==> src/core/framer_regs.vh <==
`ifndef FRAMER_REGS_VH
`define FRAMER_REGS_VH

////////////////////////////////////////////////////////////////////////////////
// Frame bytes and type codes
`define START_DELIM        8'h7E
`define TYPE_REMOTE_REQ    8'h17
`define TYPE_REMOTE_RESP   8'h97
`define CKSUM_BASE         8'hFF
`define SUM_RESET          8'h00
`define BYTE_ZERO          8'h00
`define FRAME_ID_NONE      8'h00
`define RESP_STATUS_OK     8'h00

////////////////////////////////////////////////////////////////////////////////
// Byte offsets inside a request frame
`define OFS_FIRST_SUMMED   16'h0003
`define OFS_FRAME_ID       16'h0004
`define OFS_DEST64         16'h0005
`define OFS_DEST16         16'h000D
`define OFS_OPTIONS        16'h000F
`define OFS_CMD_HI         16'h0010
`define OFS_CMD_LO         16'h0011
`define OFS_VALUE          16'h0012
`define BODY_LAST_ADJ      16'h0002
`define MIN_BODY_LEN       16'h000F
`define LEN_EMPTY          16'h0000
`define COUNT_ONE          16'h0001
`define COUNT_ZERO         16'h0000

////////////////////////////////////////////////////////////////////////////////
// Option bits and commands
`define OPT_NO_ACK         0
`define OPT_APPLY          1
`define OPT_SECURE         4
`define APPLY_PENDING_CHANGES_CMD 16'h4143

////////////////////////////////////////////////////////////////////////////////
// Response frame shape
`define RESP_LEN_SET       16'h0005
`define RESP_LEN_QUERY     16'h0009
`define RESP_HDR_BYTES     16'h0003

////////////////////////////////////////////////////////////////////////////////
// Register map, byte addresses
`define REG_CTRL           8'h00
`define REG_STATUS         8'h04
`define REG_COUNT          8'h08
`define REG_ACTIVE_CMD     8'h0C
`define REG_ACTIVE_VALUE   8'h10
`define REG_PENDING_CMD    8'h14
`define REG_PENDING_VALUE  8'h18
`define REG_DEST           8'h1C
`define CTRL_RESET         32'h0000_0001
`define CTRL_ENABLE_BIT    0
`define WORD_ZERO          32'h0000_0000
`define HALF_ZERO          16'h0000
`define DEST64_RESET       64'h0000_0000_0000_0000

`endif

==> src/core/byte_sum.v <==
`timescale 1ns/1ps
`default_nettype none
`include "framer_regs.vh"

module byte_sum (
  input  wire       clock,  // System clock
  input  wire       rst_n,  // Synchronous reset, active low
  input  wire       ce,     // Clock enable
  input  wire       clear,  // Restart the sum
  input  wire       add,    // Add data to the sum
  input  wire [7:0] data,   // Byte to add
  output reg  [7:0] sum     // Low eight bits of the running sum
);

  ////////////////////////////////////////////////////////////////////////////
  // Running modulo-256 sum, clear has priority over add
  always @(posedge clock) begin
    if (!rst_n) begin
      sum <= `SUM_RESET;
    end else if (ce) begin
      if (clear) begin
        sum <= `SUM_RESET;
      end else if (add) begin
        sum <= sum + data;
      end
    end
  end

endmodule
`default_nettype wire

==> src/core/remote_cmd_request_framer.v <==
// The register addresses and the APB interface to the registers were left to the implementer.
`timescale 1ns/1ps
`default_nettype none
`include "framer_regs.vh"

module remote_cmd_request_framer #(
  parameter ADDR_WIDTH = 8  // APB address width
) (
  input  wire                  clock,    // 100 MHz system clock
  input  wire                  rst_n,    // Synchronous reset, active low
  input  wire                  ce,       // Clock enable, freezes all state
  input  wire                  rxValid,  // Host request byte valid
  input  wire [7:0]            rxData,   // Host request byte
  output reg                   rxReady,  // Block takes a request byte
  output wire                  txValid,  // Response byte valid
  output wire [7:0]            txData,   // Response byte
  input  wire                  txReady,  // Host takes a response byte
  input  wire [ADDR_WIDTH-1:0] paddr,    // APB address
  input  wire                  psel,     // APB select
  input  wire                  penable,  // APB access phase
  input  wire                  pwrite,   // APB write
  input  wire [31:0]           pwdata,   // APB write data
  output reg  [31:0]           prdata,   // APB read data
  output reg                   pready,   // APB ready
  output reg                   pslverr   // APB error on unmapped address
);

  ////////////////////////////////////////////////////////////////////////////
  // Parser states, one-hot
  localparam [5:0] ST_HUNT  = 6'b00_0001;
  localparam [5:0] ST_LENHI = 6'b00_0010;
  localparam [5:0] ST_LENLO = 6'b00_0100;
  localparam [5:0] ST_BODY  = 6'b00_1000;
  localparam [5:0] ST_CKSUM = 6'b01_0000;
  localparam [5:0] ST_RESP  = 6'b10_0000;

  reg  [5:0]  state;        // Parser state
  reg  [15:0] lenReg;       // Body length of the frame
  reg  [15:0] ofs;          // Offset of the next body byte
  reg  [7:0]  typeByte;     // Frame type
  reg  [7:0]  frameId;      // Correlation identifier
  reg  [63:0] dest64;       // Long destination address
  reg  [15:0] dest16;       // Short destination address
  reg  [7:0]  options;      // Option byte of the current frame
  reg  [15:0] cmdWord;      // Two command characters
  reg  [31:0] paramVal;     // Last four value bytes
  reg  [95:0] respVec;      // Response bytes still to send
  reg  [15:0] respCount;    // Response bytes sent
  reg  [15:0] respTotal;    // Response bytes before the checksum
  reg  [31:0] ctrl;         // Control register
  reg  [15:0] activeCmd;    // Command of the applied value
  reg  [31:0] activeVal;    // Applied parameter value
  reg  [15:0] pendingCmd;   // Command of the held change
  reg  [31:0] pendingVal;   // Held parameter value
  reg         pendingFlag;  // A change waits to be applied
  reg  [7:0]  lastOptions;  // Options of the last executed frame
  reg  [7:0]  lastId;       // Identifier of the last executed frame
  reg  [15:0] goodCount;    // Executed frames
  reg  [15:0] badCount;     // Frames dropped for checksum
  reg  [31:0] readMux;      // APB read data before the flop
  reg         readHit;      // Address decodes to a register

  wire [7:0]  rxSum;
  wire [7:0]  txSum;
  wire [7:0]  pushData;
  wire [15:0] respLen;
  wire        rxFire;
  wire        sumOk;
  wire        isQuery;
  wire        isApplyCmd;
  wire        execOk;
  wire        badFrame;
  wire        bufInReady;
  wire        pushFire;
  wire        lastByte;
  wire        apbAccess;
  wire        apbWrite;

  ////////////////////////////////////////////////////////////////////////////
  // Frame decode terms
  assign rxFire     = ce & rxValid & rxReady;
  assign sumOk      = ((`CKSUM_BASE - rxSum) == rxData);
  assign isQuery    = (lenReg == `MIN_BODY_LEN);
  assign isApplyCmd = (cmdWord == `APPLY_PENDING_CHANGES_CMD);
  assign execOk     = rxFire & (state == ST_CKSUM) & sumOk
                    & (typeByte == `TYPE_REMOTE_REQ)
                    & (lenReg >= `MIN_BODY_LEN) & ctrl[`CTRL_ENABLE_BIT];
  assign badFrame   = rxFire & (state == ST_CKSUM) & ~sumOk;
  assign respLen    = isQuery ? `RESP_LEN_QUERY : `RESP_LEN_SET;

  ////////////////////////////////////////////////////////////////////////////
  // Response push terms
  assign lastByte = (respCount == respTotal);
  assign pushFire = ce & (state == ST_RESP) & bufInReady;
  assign pushData = lastByte ? (`CKSUM_BASE - txSum) : respVec[95:88];

  ////////////////////////////////////////////////////////////////////////////
  // Request checksum over offset three up to the checksum
  byte_sum u_rx_sum (
    .clock (clock),
    .rst_n (rst_n),
    .ce    (ce),
    .clear (rxFire & (state == ST_LENLO)),
    .add   (rxFire & (state == ST_BODY)),
    .data  (rxData),
    .sum   (rxSum)
  );

  ////////////////////////////////////////////////////////////////////////////
  // Response checksum skips delimiter and length
  byte_sum u_tx_sum (
    .clock (clock),
    .rst_n (rst_n),
    .ce    (ce),
    .clear (execOk),
    .add   (pushFire & ~lastByte & (respCount >= `RESP_HDR_BYTES)),
    .data  (respVec[95:88]),
    .sum   (txSum)
  );

  ////////////////////////////////////////////////////////////////////////////
  // Two-entry buffer so a host stall loses no response byte
  resp_buffer #(
    .WIDTH (8)
  ) u_resp_buffer (
    .clock    (clock),
    .rst_n    (rst_n),
    .ce       (ce),
    .inValid  (state == ST_RESP),
    .inData   (pushData),
    .inReady  (bufInReady),
    .outValid (txValid),
    .outData  (txData),
    .outReady (txReady)
  );

  ////////////////////////////////////////////////////////////////////////////
  // Frame parser and response sequencer
  always @(posedge clock) begin
    if (!rst_n) begin
      state     <= ST_HUNT;
      rxReady   <= 1'b1;
      lenReg    <= `LEN_EMPTY;
      ofs       <= `COUNT_ZERO;
      typeByte  <= `BYTE_ZERO;
      frameId   <= `BYTE_ZERO;
      dest64    <= `DEST64_RESET;
      dest16    <= `HALF_ZERO;
      options   <= `BYTE_ZERO;
      cmdWord   <= `HALF_ZERO;
      paramVal  <= `WORD_ZERO;
      respVec   <= {`WORD_ZERO, `WORD_ZERO, `WORD_ZERO};
      respCount <= `COUNT_ZERO;
      respTotal <= `COUNT_ZERO;
    end else if (ce) begin
      case (state)
        ST_HUNT: begin
          if (rxFire && rxData == `START_DELIM) begin
            state <= ST_LENHI;
          end
        end
        ST_LENHI: begin
          if (rxFire) begin
            lenReg[15:8] <= rxData;
            state        <= ST_LENLO;
          end
        end
        ST_LENLO: begin
          if (rxFire) begin
            lenReg[7:0] <= rxData;
            ofs         <= `OFS_FIRST_SUMMED;
            typeByte    <= `BYTE_ZERO;
            paramVal    <= `WORD_ZERO;
            if ({lenReg[15:8], rxData} == `LEN_EMPTY) begin
              state <= ST_CKSUM;
            end else begin
              state <= ST_BODY;
            end
          end
        end
        ST_BODY: begin
          if (rxFire) begin
            ofs <= ofs + `COUNT_ONE;
            if (ofs == `OFS_FIRST_SUMMED) begin
              typeByte <= rxData;
            end else if (ofs == `OFS_FRAME_ID) begin
              frameId <= rxData;
            end else if (ofs >= `OFS_DEST64 && ofs < `OFS_DEST16) begin
              dest64 <= {dest64[55:0], rxData};
            end else if (ofs >= `OFS_DEST16 && ofs < `OFS_OPTIONS) begin
              dest16 <= {dest16[7:0], rxData};
            end else if (ofs == `OFS_OPTIONS) begin
              options <= rxData;
            end else if (ofs == `OFS_CMD_HI) begin
              cmdWord[15:8] <= rxData;
            end else if (ofs == `OFS_CMD_LO) begin
              cmdWord[7:0] <= rxData;
            end else begin
              paramVal <= {paramVal[23:0], rxData};
            end
            if (ofs == lenReg + `BODY_LAST_ADJ) begin
              state <= ST_CKSUM;
            end
          end
        end
        ST_CKSUM: begin
          if (execOk && frameId != `FRAME_ID_NONE) begin
            respVec   <= {`START_DELIM, respLen, `TYPE_REMOTE_RESP,
                          frameId, cmdWord, `RESP_STATUS_OK,
                          isQuery ? activeVal : `WORD_ZERO};
            respCount <= `COUNT_ZERO;
            respTotal <= respLen + `RESP_HDR_BYTES;
            rxReady   <= 1'b0;
            state     <= ST_RESP;
          end else if (rxFire) begin
            state <= ST_HUNT;
          end
        end
        ST_RESP: begin
          if (pushFire) begin
            respCount <= respCount + `COUNT_ONE;
            respVec   <= {respVec[87:0], `BYTE_ZERO};
            if (lastByte) begin
              rxReady <= 1'b1;
              state   <= ST_HUNT;
            end
          end
        end
        default: begin
          rxReady <= 1'b1;
          state   <= ST_HUNT;
        end
      endcase
    end
  end

  ////////////////////////////////////////////////////////////////////////////
  // APB handshake: ready one cycle into the access phase
  assign apbAccess = psel & penable & pready;
  assign apbWrite  = ce & apbAccess & pwrite;

  always @(posedge clock) begin
    if (!rst_n) begin
      pready  <= 1'b0;
      pslverr <= 1'b0;
      prdata  <= `WORD_ZERO;
    end else if (ce) begin
      pready  <= psel & penable & ~pready;
      pslverr <= psel & penable & ~pready & ~readHit;
      if (psel && penable && !pready && !pwrite) begin
        prdata <= readMux;
      end else begin
        prdata <= `WORD_ZERO;
      end
    end
  end

  ////////////////////////////////////////////////////////////////////////////
  // Read decode; unmapped addresses read zero with an error
  always @* begin
    readMux = `WORD_ZERO;
    readHit = 1'b1;
    case (paddr)
      `REG_CTRL:          readMux = ctrl;
      `REG_STATUS:        readMux = {`HALF_ZERO, lastId, 3'b000, state == ST_RESP,
                                     lastOptions[`OPT_SECURE],
                                     lastOptions[`OPT_APPLY],
                                     lastOptions[`OPT_NO_ACK], pendingFlag};
      `REG_COUNT:         readMux = {badCount, goodCount};
      `REG_ACTIVE_CMD:    readMux = {`HALF_ZERO, activeCmd};
      `REG_ACTIVE_VALUE:  readMux = activeVal;
      `REG_PENDING_CMD:   readMux = {`HALF_ZERO, pendingCmd};
      `REG_PENDING_VALUE: readMux = pendingVal;
      `REG_DEST:          readMux = {`HALF_ZERO, dest16};
      default:            readHit = 1'b0;
    endcase
  end

  ////////////////////////////////////////////////////////////////////////////
  // Parameter store; a frame that executes wins over a software write
  always @(posedge clock) begin
    if (!rst_n) begin
      ctrl        <= `CTRL_RESET;
      activeCmd   <= `HALF_ZERO;
      activeVal   <= `WORD_ZERO;
      pendingCmd  <= `HALF_ZERO;
      pendingVal  <= `WORD_ZERO;
      pendingFlag <= 1'b0;
      lastOptions <= `BYTE_ZERO;
      lastId      <= `BYTE_ZERO;
    end else if (ce) begin
      if (apbWrite && paddr == `REG_CTRL) begin
        ctrl <= pwdata;
      end
      if (apbWrite && paddr == `REG_ACTIVE_CMD) begin
        activeCmd <= pwdata[15:0];
      end
      if (apbWrite && paddr == `REG_ACTIVE_VALUE) begin
        activeVal <= pwdata;
      end
      if (execOk) begin
        lastOptions <= options;
        lastId      <= frameId;
        if (isApplyCmd) begin
          if (pendingFlag) begin
            activeCmd <= pendingCmd;
            activeVal <= pendingVal;
          end
          pendingFlag <= 1'b0;
        end else if (!isQuery) begin
          pendingCmd <= cmdWord;
          pendingVal <= paramVal;
          if (options[`OPT_APPLY]) begin
            activeCmd   <= cmdWord;
            activeVal   <= paramVal;
            pendingFlag <= 1'b0;
          end else begin
            pendingFlag <= 1'b1;
          end
        end
      end
    end
  end

  ////////////////////////////////////////////////////////////////////////////
  // Frame counters; a write to REG_COUNT clears, a same-cycle event still counts
  always @(posedge clock) begin
    if (!rst_n) begin
      goodCount <= `HALF_ZERO;
      badCount  <= `HALF_ZERO;
    end else if (ce) begin
      if (apbWrite && paddr == `REG_COUNT) begin
        goodCount <= execOk ? `COUNT_ONE : `COUNT_ZERO;
        badCount  <= badFrame ? `COUNT_ONE : `COUNT_ZERO;
      end else begin
        if (execOk) begin
          goodCount <= goodCount + `COUNT_ONE;
        end
        if (badFrame) begin
          badCount <= badCount + `COUNT_ONE;
        end
      end
    end
  end

endmodule
`default_nettype wire

==> src/core/resp_buffer.v <==
`timescale 1ns/1ps
`default_nettype none

module resp_buffer #(
  parameter WIDTH = 8  // Entry width in bits
) (
  input  wire             clock,     // System clock
  input  wire             rst_n,     // Synchronous reset, active low
  input  wire             ce,        // Clock enable
  input  wire             inValid,   // Producer offers an entry
  input  wire [WIDTH-1:0] inData,    // Producer entry
  output wire             inReady,   // Room for one more entry
  output wire             outValid,  // Head entry present
  output wire [WIDTH-1:0] outData,   // Head entry
  input  wire             outReady   // Consumer takes the head
);

  localparam DEPTH = 2;

  reg  [WIDTH-1:0] mem [0:DEPTH-1];  // Slot 0 is always the head
  reg  [DEPTH-1:0] full;             // Occupancy per slot
  wire             push;
  wire             pop;

  ////////////////////////////////////////////////////////////////////////////
  // Handshakes, all outputs are flops
  assign inReady  = ~full[1];
  assign outValid = full[0];
  assign outData  = mem[0];
  assign push     = inValid & ~full[1];
  assign pop      = full[0] & outReady;

  ////////////////////////////////////////////////////////////////////////////
  // Slot moves: pop shifts slot 1 forward, push fills the first free slot
  always @(posedge clock) begin
    if (!rst_n) begin
      full   <= {DEPTH{1'b0}};
      mem[0] <= {WIDTH{1'b0}};
      mem[1] <= {WIDTH{1'b0}};
    end else if (ce) begin
      if (pop && full[1]) begin
        mem[0]  <= mem[1];
        full[1] <= 1'b0;
      end else if (pop) begin
        mem[0]  <= inData;
        full[0] <= push;
      end else if (push && !full[0]) begin
        mem[0]  <= inData;
        full[0] <= 1'b1;
      end else if (push) begin
        mem[1]  <= inData;
        full[1] <= 1'b1;
      end
    end
  end

endmodule
`default_nettype wire

==> config.mk <==
export PLATFORM = sky130hd
export DESIGN_NAME = remote_cmd_request_framer
export DESIGN_NICKNAME = d
export VERILOG_FILES = /design/src/core/byte_sum.v /design/src/core/remote_cmd_request_framer.v /design/src/core/resp_buffer.v
export VERILOG_INCLUDE_DIRS = /design/src /design/src/core
export SDC_FILE = /design/constraint.sdc
export NUM_CORES = 1
export LEC_CHECK = 0
export BUFFER_PORTS_ARGS = -buffer_cell sky130_fd_sc_hd__buf_2
export CORE_MARGIN = 4
export CORE_UTILIZATION = 30
export DETAILED_ROUTE_END_ITERATION = 6
export PLACE_DENSITY = 0.54
export SETUP_SLACK_MARGIN = 0.15
export SLEW_MARGIN = 20
export SYNTH_ARGS = -nofsm -noshare
export SYNTH_HDL_FRONTEND = slang
export SYNTH_SLANG_ARGS = --single-unit
export TNS_END_PERCENT = 50
==> constraint.sdc <==
create_clock -name clock -period 4.1 [get_ports clock]
set_input_delay 0.41 -clock clock [delete_from_list [all_inputs] [get_ports clock]]
set_output_delay 0.41 -clock clock [all_outputs]
set_load 0.1 [all_outputs]
== After elaboration in Yosys (flattened, before gate mapping) ==
Memory sizes are Yosys's and may differ from the RTL's.
Index checks and enable logic that the tools add are counted.

* Register bits: 478
* Memory bits (writable): 16
* Input bits: 56
* Output and inout port bits: 44
* Logic and storage cells: 290
* Memories: 1

{| class="wikitable"
|+ Memories
! name !! depth !! width !! read ports !! clocked after Yosys merged registers in !! wr ports !! line !! RTL
|-
| u_resp_buffer.mem || 2 || 8 || 2 || 0 || 2 || resp_buffer.v:20 || <nowiki>reg [WIDTH-1:0] mem [0:DEPTH-1];</nowiki>
|}

* $add $sub $neg: 10
* $lt $le $gt $ge: 6
* Equal/unequal tests: 45
* Mux-type cells: 102
* Bitwise logic cells: 41
* Reduce and logical (&&, ||, !) cells: 53

{| class="wikitable"
|+ Operators with widths
! kind !! count
|-
| 32-bit two-way mux || 17
|-
| 32-bit case mux with 8 select lines || 1
|-
| 16-bit two-way mux || 14
|-
| 96-bit two-way mux || 2
|-
| 96-bit case mux with 2 select lines || 1
|-
| 8-bit two-way mux || 12
|-
| 16-bit by 1-bit adder with 16-bit output (second input constant) || 4
|-
| 16-bit case mux with 2 select lines || 2
|-
| 32-bit case mux with 2 select lines || 1
|-
| 6-bit two-way mux || 9
|-
| 8-bit by 5-bit equality test with 1-bit output (second input constant) || 5
|-
| 1-bit two-way mux || 38
|-
| 6-bit case mux with 6 select lines || 1
|-
| 16-bit equality test || 2
|-
| 16-bit by 4-bit equality test with 1-bit output (second input constant) || 2
|-
| 16-bit by 5-bit equality test with 1-bit output (second input constant) || 2
|-
| 16-bit by 4-bit >= comparator with 1-bit output (second input constant) || 2
|-
| 16-bit by 4-bit less-than comparator with 1-bit output (second input constant) || 2
|-
| 2-bit != test (second input constant) || 14
|-
| 1-bit AND || 22
|-
| 9-bit AND reduction || 2
|-
| 16-bit by 2-bit adder with 16-bit output (second input constant) || 1
|-
| 8-bit adder || 2
|-
| 16-bit by 15-bit equality test with 1-bit output (second input constant) || 1
|-
| 40 further kinds || 98
|}

== Longest topological paths before layout ==
Gate-level depths: netlist of the first run.

* Depth after elaboration: 10
* Mapped depth: 11
* Depth with buffers taken out: 9

== By module ==
Synthesis of the first run repeated with hierarchy kept, for this count alone.

* Cell total of the unflattened synthesis: 2664
* Area, all modules: 22360.2 um2

{| class="wikitable"
|+ By module, submodules not included
! module !! times used !! cells an instance !! area an instance (um2) !! sequential area each (um2)
|-
| remote_cmd_request_framer || 1 || 2446 || 20169.3 || 8848.5
|-
| byte_sum || 2 || 68 || 610.6 || 160.2
|-
| resp_buffer || 1 || 82 || 969.7 || 520.5
|}

== Worst setup path after synthesis of the first run ==
No wires, ideal clock.

* Path kind: register -> register
* Start: register rxReady
* End: register goodCount[13]
* Library setup time: 128 ps
* Arrival time: 2979 ps
* Required time: 3972 ps
* Path slack: 993 ps
* Stages on the path, launching flop included: 10
* Path buffers: 2
* Clock period less this slack: 3107 ps
* Cells stage by stage: dfxtp_1 -> and3_1 -> buf_2 -> nand4b_1 -> or4_4 -> buf_6 -> a2111oi_4 -> nand3_1 -> xor2_1 -> nor2_1

* Cells in the longest elaborated chain, start to end: 8

{| class="wikitable"
|+ RTL lines
! element !! line !! RTL
|-
| from (decl) || remote_cmd_request_framer.v:14 || <nowiki>output reg rxReady,</nowiki>
|-
| from (signal assigned) || remote_cmd_request_framer.v:142 || <nowiki>rxReady <= 1'b1;</nowiki>
|-
| from (signal assigned) || remote_cmd_request_framer.v:213 || <nowiki>rxReady <= 1'b0;</nowiki>
|-
| from (signal assigned) || remote_cmd_request_framer.v:224 || <nowiki>rxReady <= 1'b1;</nowiki>
|-
| 1-bit AND || remote_cmd_request_framer.v:81 || <nowiki>assign rxFire = ce & rxValid & rxReady;</nowiki>
|-
| 1-bit AND (5 in series) || remote_cmd_request_framer.v:85 || <nowiki>assign execOk = rxFire & (state == ST_CKSUM) & sumOk</nowiki>
|-
| 2-bit nonzero test (no line) || -- ||
|-
| 2-bit AND reduction (no line) || -- ||
|-
| to (signal assigned) || remote_cmd_request_framer.v:329 || <nowiki>goodCount <= `HALF_ZERO;</nowiki>
|-
| to (signal assigned) || remote_cmd_request_framer.v:333 || <nowiki>goodCount <= execOk ? `COUNT_ONE : `COUNT_ZERO;</nowiki>
|-
| to (signal assigned) || remote_cmd_request_framer.v:337 || <nowiki>goodCount <= goodCount + `COUNT_ONE;</nowiki>
|-
| to (decl) || remote_cmd_request_framer.v:58 || <nowiki>reg [15:0] goodCount;</nowiki>
|}

Every way passes these cells.
A chain may end at the register's enable or synchronous reset.

== Final worst setup path of the first run ==
* Start: register u_rx_sum.sum[4]
* End: register respVec[46]

* Cells in the longest elaborated chain, start to end: 9

{| class="wikitable"
|+ RTL lines
! element !! line !! RTL
|-
| from (decl) || byte_sum.v:12 || <nowiki>output reg [7:0] sum</nowiki>
|-
| from (signal assigned) || byte_sum.v:19 || <nowiki>sum <= `SUM_RESET;</nowiki>
|-
| from (signal assigned) || byte_sum.v:22 || <nowiki>sum <= `SUM_RESET;</nowiki>
|-
| from (signal assigned) || byte_sum.v:24 || <nowiki>sum <= sum + data;</nowiki>
|-
| 8-bit subtractor (no line) || -- ||
|-
| 8-bit equality test || remote_cmd_request_framer.v:82 || <nowiki>assign sumOk = ((`CKSUM_BASE - rxSum) == rxData);</nowiki>
|-
| 1-bit AND (4 in series) || remote_cmd_request_framer.v:85 ||
|-
| 1-bit logical AND (no line) || -- ||
|-
| 2-bit by 1-bit != test with 1-bit output (no line) || -- ||
|-
| 4-bit AND reduction (no line) || -- ||
|-
| to (signal assigned) || remote_cmd_request_framer.v:152 || <nowiki>respVec <= {`WORD_ZERO, `WORD_ZERO, `WORD_ZERO};</nowiki>
|-
| to (signal assigned) || remote_cmd_request_framer.v:208 || <nowiki>respVec <= {`START_DELIM, respLen, `TYPE_REMOTE_RESP,</nowiki>
|-
| to (signal assigned) || remote_cmd_request_framer.v:222 || <nowiki>respVec <= {respVec[87:0], `BYTE_ZERO};</nowiki>
|-
| to (decl) || remote_cmd_request_framer.v:47 || <nowiki>reg [95:0] respVec;</nowiki>
|}

Every way passes these cells.

==> results.cfg, run 1 <==
[critical_path]
startpoint_type = flip-flop
critPathKind = reg -> reg
cp_max_fo = 24
end_kind = flip-flop
worstPathArrival_ns = 3.66
worstPathRequired_ns = 4.60
crit_start = u_rx_sum.sum[4]
worstReg2RegStart = u_rx_sum.sum[4]

[drt]
wl_um = 74300
via_count = 19358
wl_per_cell_um = 20.4
via_per_inst = 5.32
final_antenna_net_count = 0
drtIter0Drc = 2059
firstDrtPassIters = 5
drcViolationCount = 0

[synthesis]
syn_area_per_cell_um2 = 8.13
seq_area_frac_synth = 0.449
synth-seq-cells = 476
ys_top_cells_by_count = nand2_1, dfxtp_1, a21oi_1, nor2_1, clkbuf_1
synth_edf_count = 16
synth_area_leaders = dfxtp_1, nand2_1, a21oi_1
asyncSetResetFlopFracSynth = 0
syn_inst = 2654
synth_ff_type = dfxtp_1
syn-num-nets = 2735
yosys_warnings = 0
synth_top_area_cell = dfxtp_1
synth.distinct_cells = 77
synth_most_common_cell = nand2_1
synth_area_um2 = 21600
synth_top_area_share = 0.427

[cts]
numCtsBuffers = 52
clock_sinks = 476
cts_resized = 0
htree_levels = 2
post_cts_buffers = 0
ctsHoldBuffers = 0
cts_root_buffer = clkbuf_16
clock_latency_ns = 0.60
clk_pin_slew_ns = 0.07
clk_path_buf_depth = 3
tritoncts = done

[sta]
clock-skew-final_ns = 0.0133
fmax_ghz = 0.317
hold_viol = 0
setup_tns_ns = 0
timing.final.crit_period_ns = 3.15
finalSetupViolCount = 0
worst_pin_slew_ns = 1.08
fin_ws_ns = 0.946
rsz0062_at_grt = no
drv_slew = 0
max_slew_margin = 0.280
fin_crit_sh = 0.769

[hold_path]
min_path_type = in -> reg
min_from = pwdata[20]

[final_layout]
nets = 2729
antenna_cells = 0
fin_cells = 3641
nFillCells = 7460
drive_gt1_frac = 0.109
multi_input_area_um2 = 11000
area_growth_pct = 14.9
seq_area_um2 = 9690

[place]
dp_cells = 3544
hpwl_um = 50100
post-place-ws_ns = 0.571
io_buffers = 99
gp_congestion = 0.875

[global_route]
grt_antenna_before_repair = 0
grt_overflow = 0
grt_pass1_wl_um = 113000
grt_max_degree = 136
grt_util_all_layers = 0.186
grt_pass1_vias = 17957

[die]
initial_core_util = 0.302
die_w_um = 276
core-area_um2 = 71400
die_area_um2 = 76300
io_pins = 100
die_h_um = 276
rows = 98

[power]
power_density_nw_per_um2 = 403
leakage_nw = 8.55
power.total_w = 0.0100
ir_drop_mv = 0.282

[status]
status = finished, final reports clean

[flow_run]
cap_violations = 0
-- flip-flops by register name (all words and copies together) (netlist names), 8 cells and up --
register / count
respCount: 16
pendingVal: 32
ofs: 16
u_rx_sum.sum: 8
lenReg: 16
goodCount: 16
frameId: 8
pendingCmd: 16
badCount: 16
u_resp_buffer.mem: 16
u_tx_sum.sum: 8
lastId: 8
respVec: 96
typeByte: 8
paramVal: 32
cmdWord: 16
activeCmd: 16
prdata: 32
ctrl: 32
activeVal: 32
dest16: 16
-- path summary, 6_finish.rpt --
| kind | cells past startpoint | slack [ns] | endpoint |
|---|---|---|---|
| max | 9 | 0.95 | respVec[46] |
| min | 3 | 0.07 | ctrl[20] |
| max reg2reg | 9 | 0.95 | respVec[46] |
| min reg2reg | 2 | 0.45 | respVec[81] |
-- power breakdown --
part | internal, W | leakage, nW | switching (W)
Clock | 0.00295 | 0.899 | 0.00202
Sequential | 0.00466 | 3.86 | 0.0000243
Combinational | 0.0000894 | 3.79 | 0.000258
-- through the flow --
stage | cell area, um^2 | hold WS [ns] | utilization
final | 24800 | 0.0715 | 0.347
after global routing | 24800 | 0.0679 | 0.347
after CTS | 24800 | 0.0448 | 0.347
after detailed placement | 23000 | 0.443 | 0.322
after global placement | 23000 | 0.436 | 0.322
after floorplan | 21600 | 0.427 | -
-- per-layer routing --
metal | global-route usage | share of wire | up-vias
li1 | - | - | 9374
met2 | 0.295 | 0.46 | 544
met5 | 0 | 0 | -
met4 | 0.0470 | 0.024 | 0
met3 | 0.0254 | 0.058 | 107
met1 | 0.267 | 0.46 | 9333
-- layout make-up --
class                      instances  share of cell area
multi-input combinational       1943               0.442
clock buffer                      72              0.0608
tap                              950              0.0479
inverter                          19             0.00318
sequential                       476               0.391
timing repair buffer             156              0.0433
clock inverter                    25              0.0116
-- layout by cell type (no fill, tap or decap), types with 8 or more instances in the layout --
cell	instances
edfxtp_1	16
a31oi_1	8
nand4_1	21
inv_1	18
clkbuf_1	8
buf_2	99
buf_4	45
a311oi_1	57
or3_1	9
and3_1	25
nand2_1	520
a21oi_1	278
nand3_1	125
and2_1	11
dfxtp_1	460
nor3_1	72
a22oi_1	70
clkbuf_8	11
clkbuf_16	53
mux2_2	17
nand2b_1	8
buf_12	12
nor2b_1	42
xnor2_1	40
nor2_1	266
mux2i_1	51
a221oi_1	29
nor4_1	22
a222oi_1	16
ha_1	23
o21ai_0	27
a211oi_1	54
xor2_1	44
or4_1	9
clkinv_2	14
-- worst max-delay path: stages (launching register included) --
cell	delay (ns)
dfxtp_1	0.33
ha_1	0.36
nand4_1	0.11
or3_4	0.44
or4_4	0.74
o21ai_4	0.34
buf_12	0.23
buf_4	0.20
nor2_1	0.05
a311oi_1	0.25
-- cell families after synthesis --
| group | after synthesis | synth area share |
|---|---|---|
| AOI/OAI and AO/OA | 583 | 0.176 |
| xor gates and xnor gates | 84 | 0.0341 |
| adders and majority gates | 25 | 0.0152 |
| buffers and inverters | 235 | 0.0451 |
| DFF | 476 | 0.449 |
| muxes | 68 | 0.0325 |
| and+or+nand+nor | 1183 | 0.247 |
(Power assumes the default switching activity.)
==> run 2, diff against run 1 <==
clock period = 3.27 ns   (was 4.1 ns; I/O delays follow)
==> results.cfg, run 2 (synthesized netlist as in run 1, its figures left out) <==
[status]
status = finished, final reports clean

[final_layout]
layout_common_cells = nand2_1, dfxtp_1, a21oi_1
antenna_cells = 0
post-route-util = 0.353
largest_register = respVec
fin_cells = 3685
largest_reg_flops = 96
nFillCells = 7467
drive_gt1_frac = 0.114
nets = 2784
layout_commonest_cell = nand2_1
area_growth_pct = 16.9

[cts]
htree_levels = 2
clk_pin_slew_ns = 0.06
numCtsBuffers = 53
clk_path_buf_depth = 3
clock_latency_ns = 0.61
cts_root_buffer = clkbuf_16
clock_sinks = 476
tritoncts = done

[sta]
timing.final.crit_period_ns = 3.02
hold_viol = 0
fin_ws_ns = 0.248
rsz0062_at_grt = yes
finalSetupViolCount = 0
clock-skew-final_ns = 0.0316
worst_pin_slew_ns = 0.825
fmax_ghz = 0.331
setup_tns_ns = 0
fin_crit_sh = 0.924
drv_slew = 0
max_slew_margin = 0.448

[place]
gp_congestion = 0.874
io_buffers = 99
post-place-ws_ns = 0.132
hpwl_um = 49500
dp_cells = 3569

[global_route]
grt_overflow = 0
grt_antenna_before_repair = 0
grt_util_all_layers = 0.183
grt_pass1_vias = 17878
grt_max_degree = 117
grt_pass1_wl_um = 112000

[hold_path]
min_path_type = in -> reg

[drt]
final_antenna_net_count = 0
firstDrtPassIters = 7
via_per_inst = 5.27
via_count = 19433
drtIter0Drc = 1772
wl_per_cell_um = 19.8
drcViolationCount = 0
wl_um = 73100

[die]
die_w_um = 276
die_h_um = 276
rows = 98
core-area_um2 = 71400
initial_core_util = 0.302
die_area_um2 = 76300
io_pins = 100

[critical_path]
cp_max_fo = 42
critPathKind = reg -> reg
end_kind = flip-flop
worstPathRequired_ns = 3.78
startpoint_type = flip-flop
worstPathArrival_ns = 3.53

[power]
leakage_nw = 8.74
power_density_nw_per_um2 = 490
power.total_w = 0.0124
ir_drop_mv = 0.372

[flow_run]
cap_violations = 0
[run 2: changes by cell type in the layout (fill, tap and decap cells not counted)]
cell           previous run  this run
buf_12                   12        13
buf_4                    45        68
buf_6                     0         2
bufinv_16                 6         3
clkbuf_16                53        54
clkbuf_8                 11        15
clkinv_2                 14         4
clkinv_4                  0         2
clkinvlp_4                1         0
dlygate4sd3_1             0        27
inv_4                     2         0
nor3_1                   72        71
nor3_2                    0         1
[run 2: final cells by class]
class / instances / area, um^2 / share of cell area
clock buffer: 76 / 1560 / 0.0620
tap: 950 / 1190 / 0.0471
inverter: 19 / 78.8 / 0.00312
timing repair buffer: 210 / 1580 / 0.0628
multi-input combinational: 1943 / 11000 / 0.435
sequential: 476 / 9690 / 0.384
clock inverter: 11 / 145 / 0.00575
[run 2: power breakdown]
part	total, W	switching, W	internal [W]	leakage, nW
Sequential	0.00588	0.0000306	0.00585	3.86
Clock	0.00600	0.00248	0.00352	0.846
Combinational	0.000479	0.000338	0.000141	4.04
Total	0.0124	0.00285	0.00951	8.74
[run 2: worst paths after layout]
check | from | endpoint | slack, ns | depth (start not counted)
worst max-delay path | u_rx_sum.sum[4] | respVec[67] | 0.25 | 8
worst min-delay path | pwdata[3] | ctrl[3] | 0.04 | 3
worst max register to register | u_rx_sum.sum[4] | respVec[67] | 0.25 | 8
worst min register to register | typeByte[6] | typeByte[6] | 0.45 | 2
[run 2: worst max-delay path: stages, from the launching register on]
cell and delay [ns]:
dfxtp_1 0.32, ha_1 0.35, nand4_1 0.11, or3_4 0.44, or4_4 0.70, o21ai_4 0.34
buf_6 0.37, nand3_1 0.12, a21oi_1 0.14
[run 2: per-layer routing]
metal	track usage	share of wire
met1	0.263	0.47
met2	0.280	0.44
met3	0.0330	0.060
met4	0.0534	0.028
met5	0	0
[run 2: per-stage QoR]
step	hold slack (ns)	instance area, um^2
floorplan	0.427	21600
global placement	0.438	23200
detailed placement	0.442	23200
CTS	0.00246	25200
global route	0.0376	25200
finish	0.0352	25200
[run 2: repair_timing]
item                                   4_1_cts  5_1_grt
gates resized for setup                      0        2
buffers inserted                             0        0
setup endpoints to repair                    0       13
hold buffers                                27        0
endpoints found under the hold margin       27        0
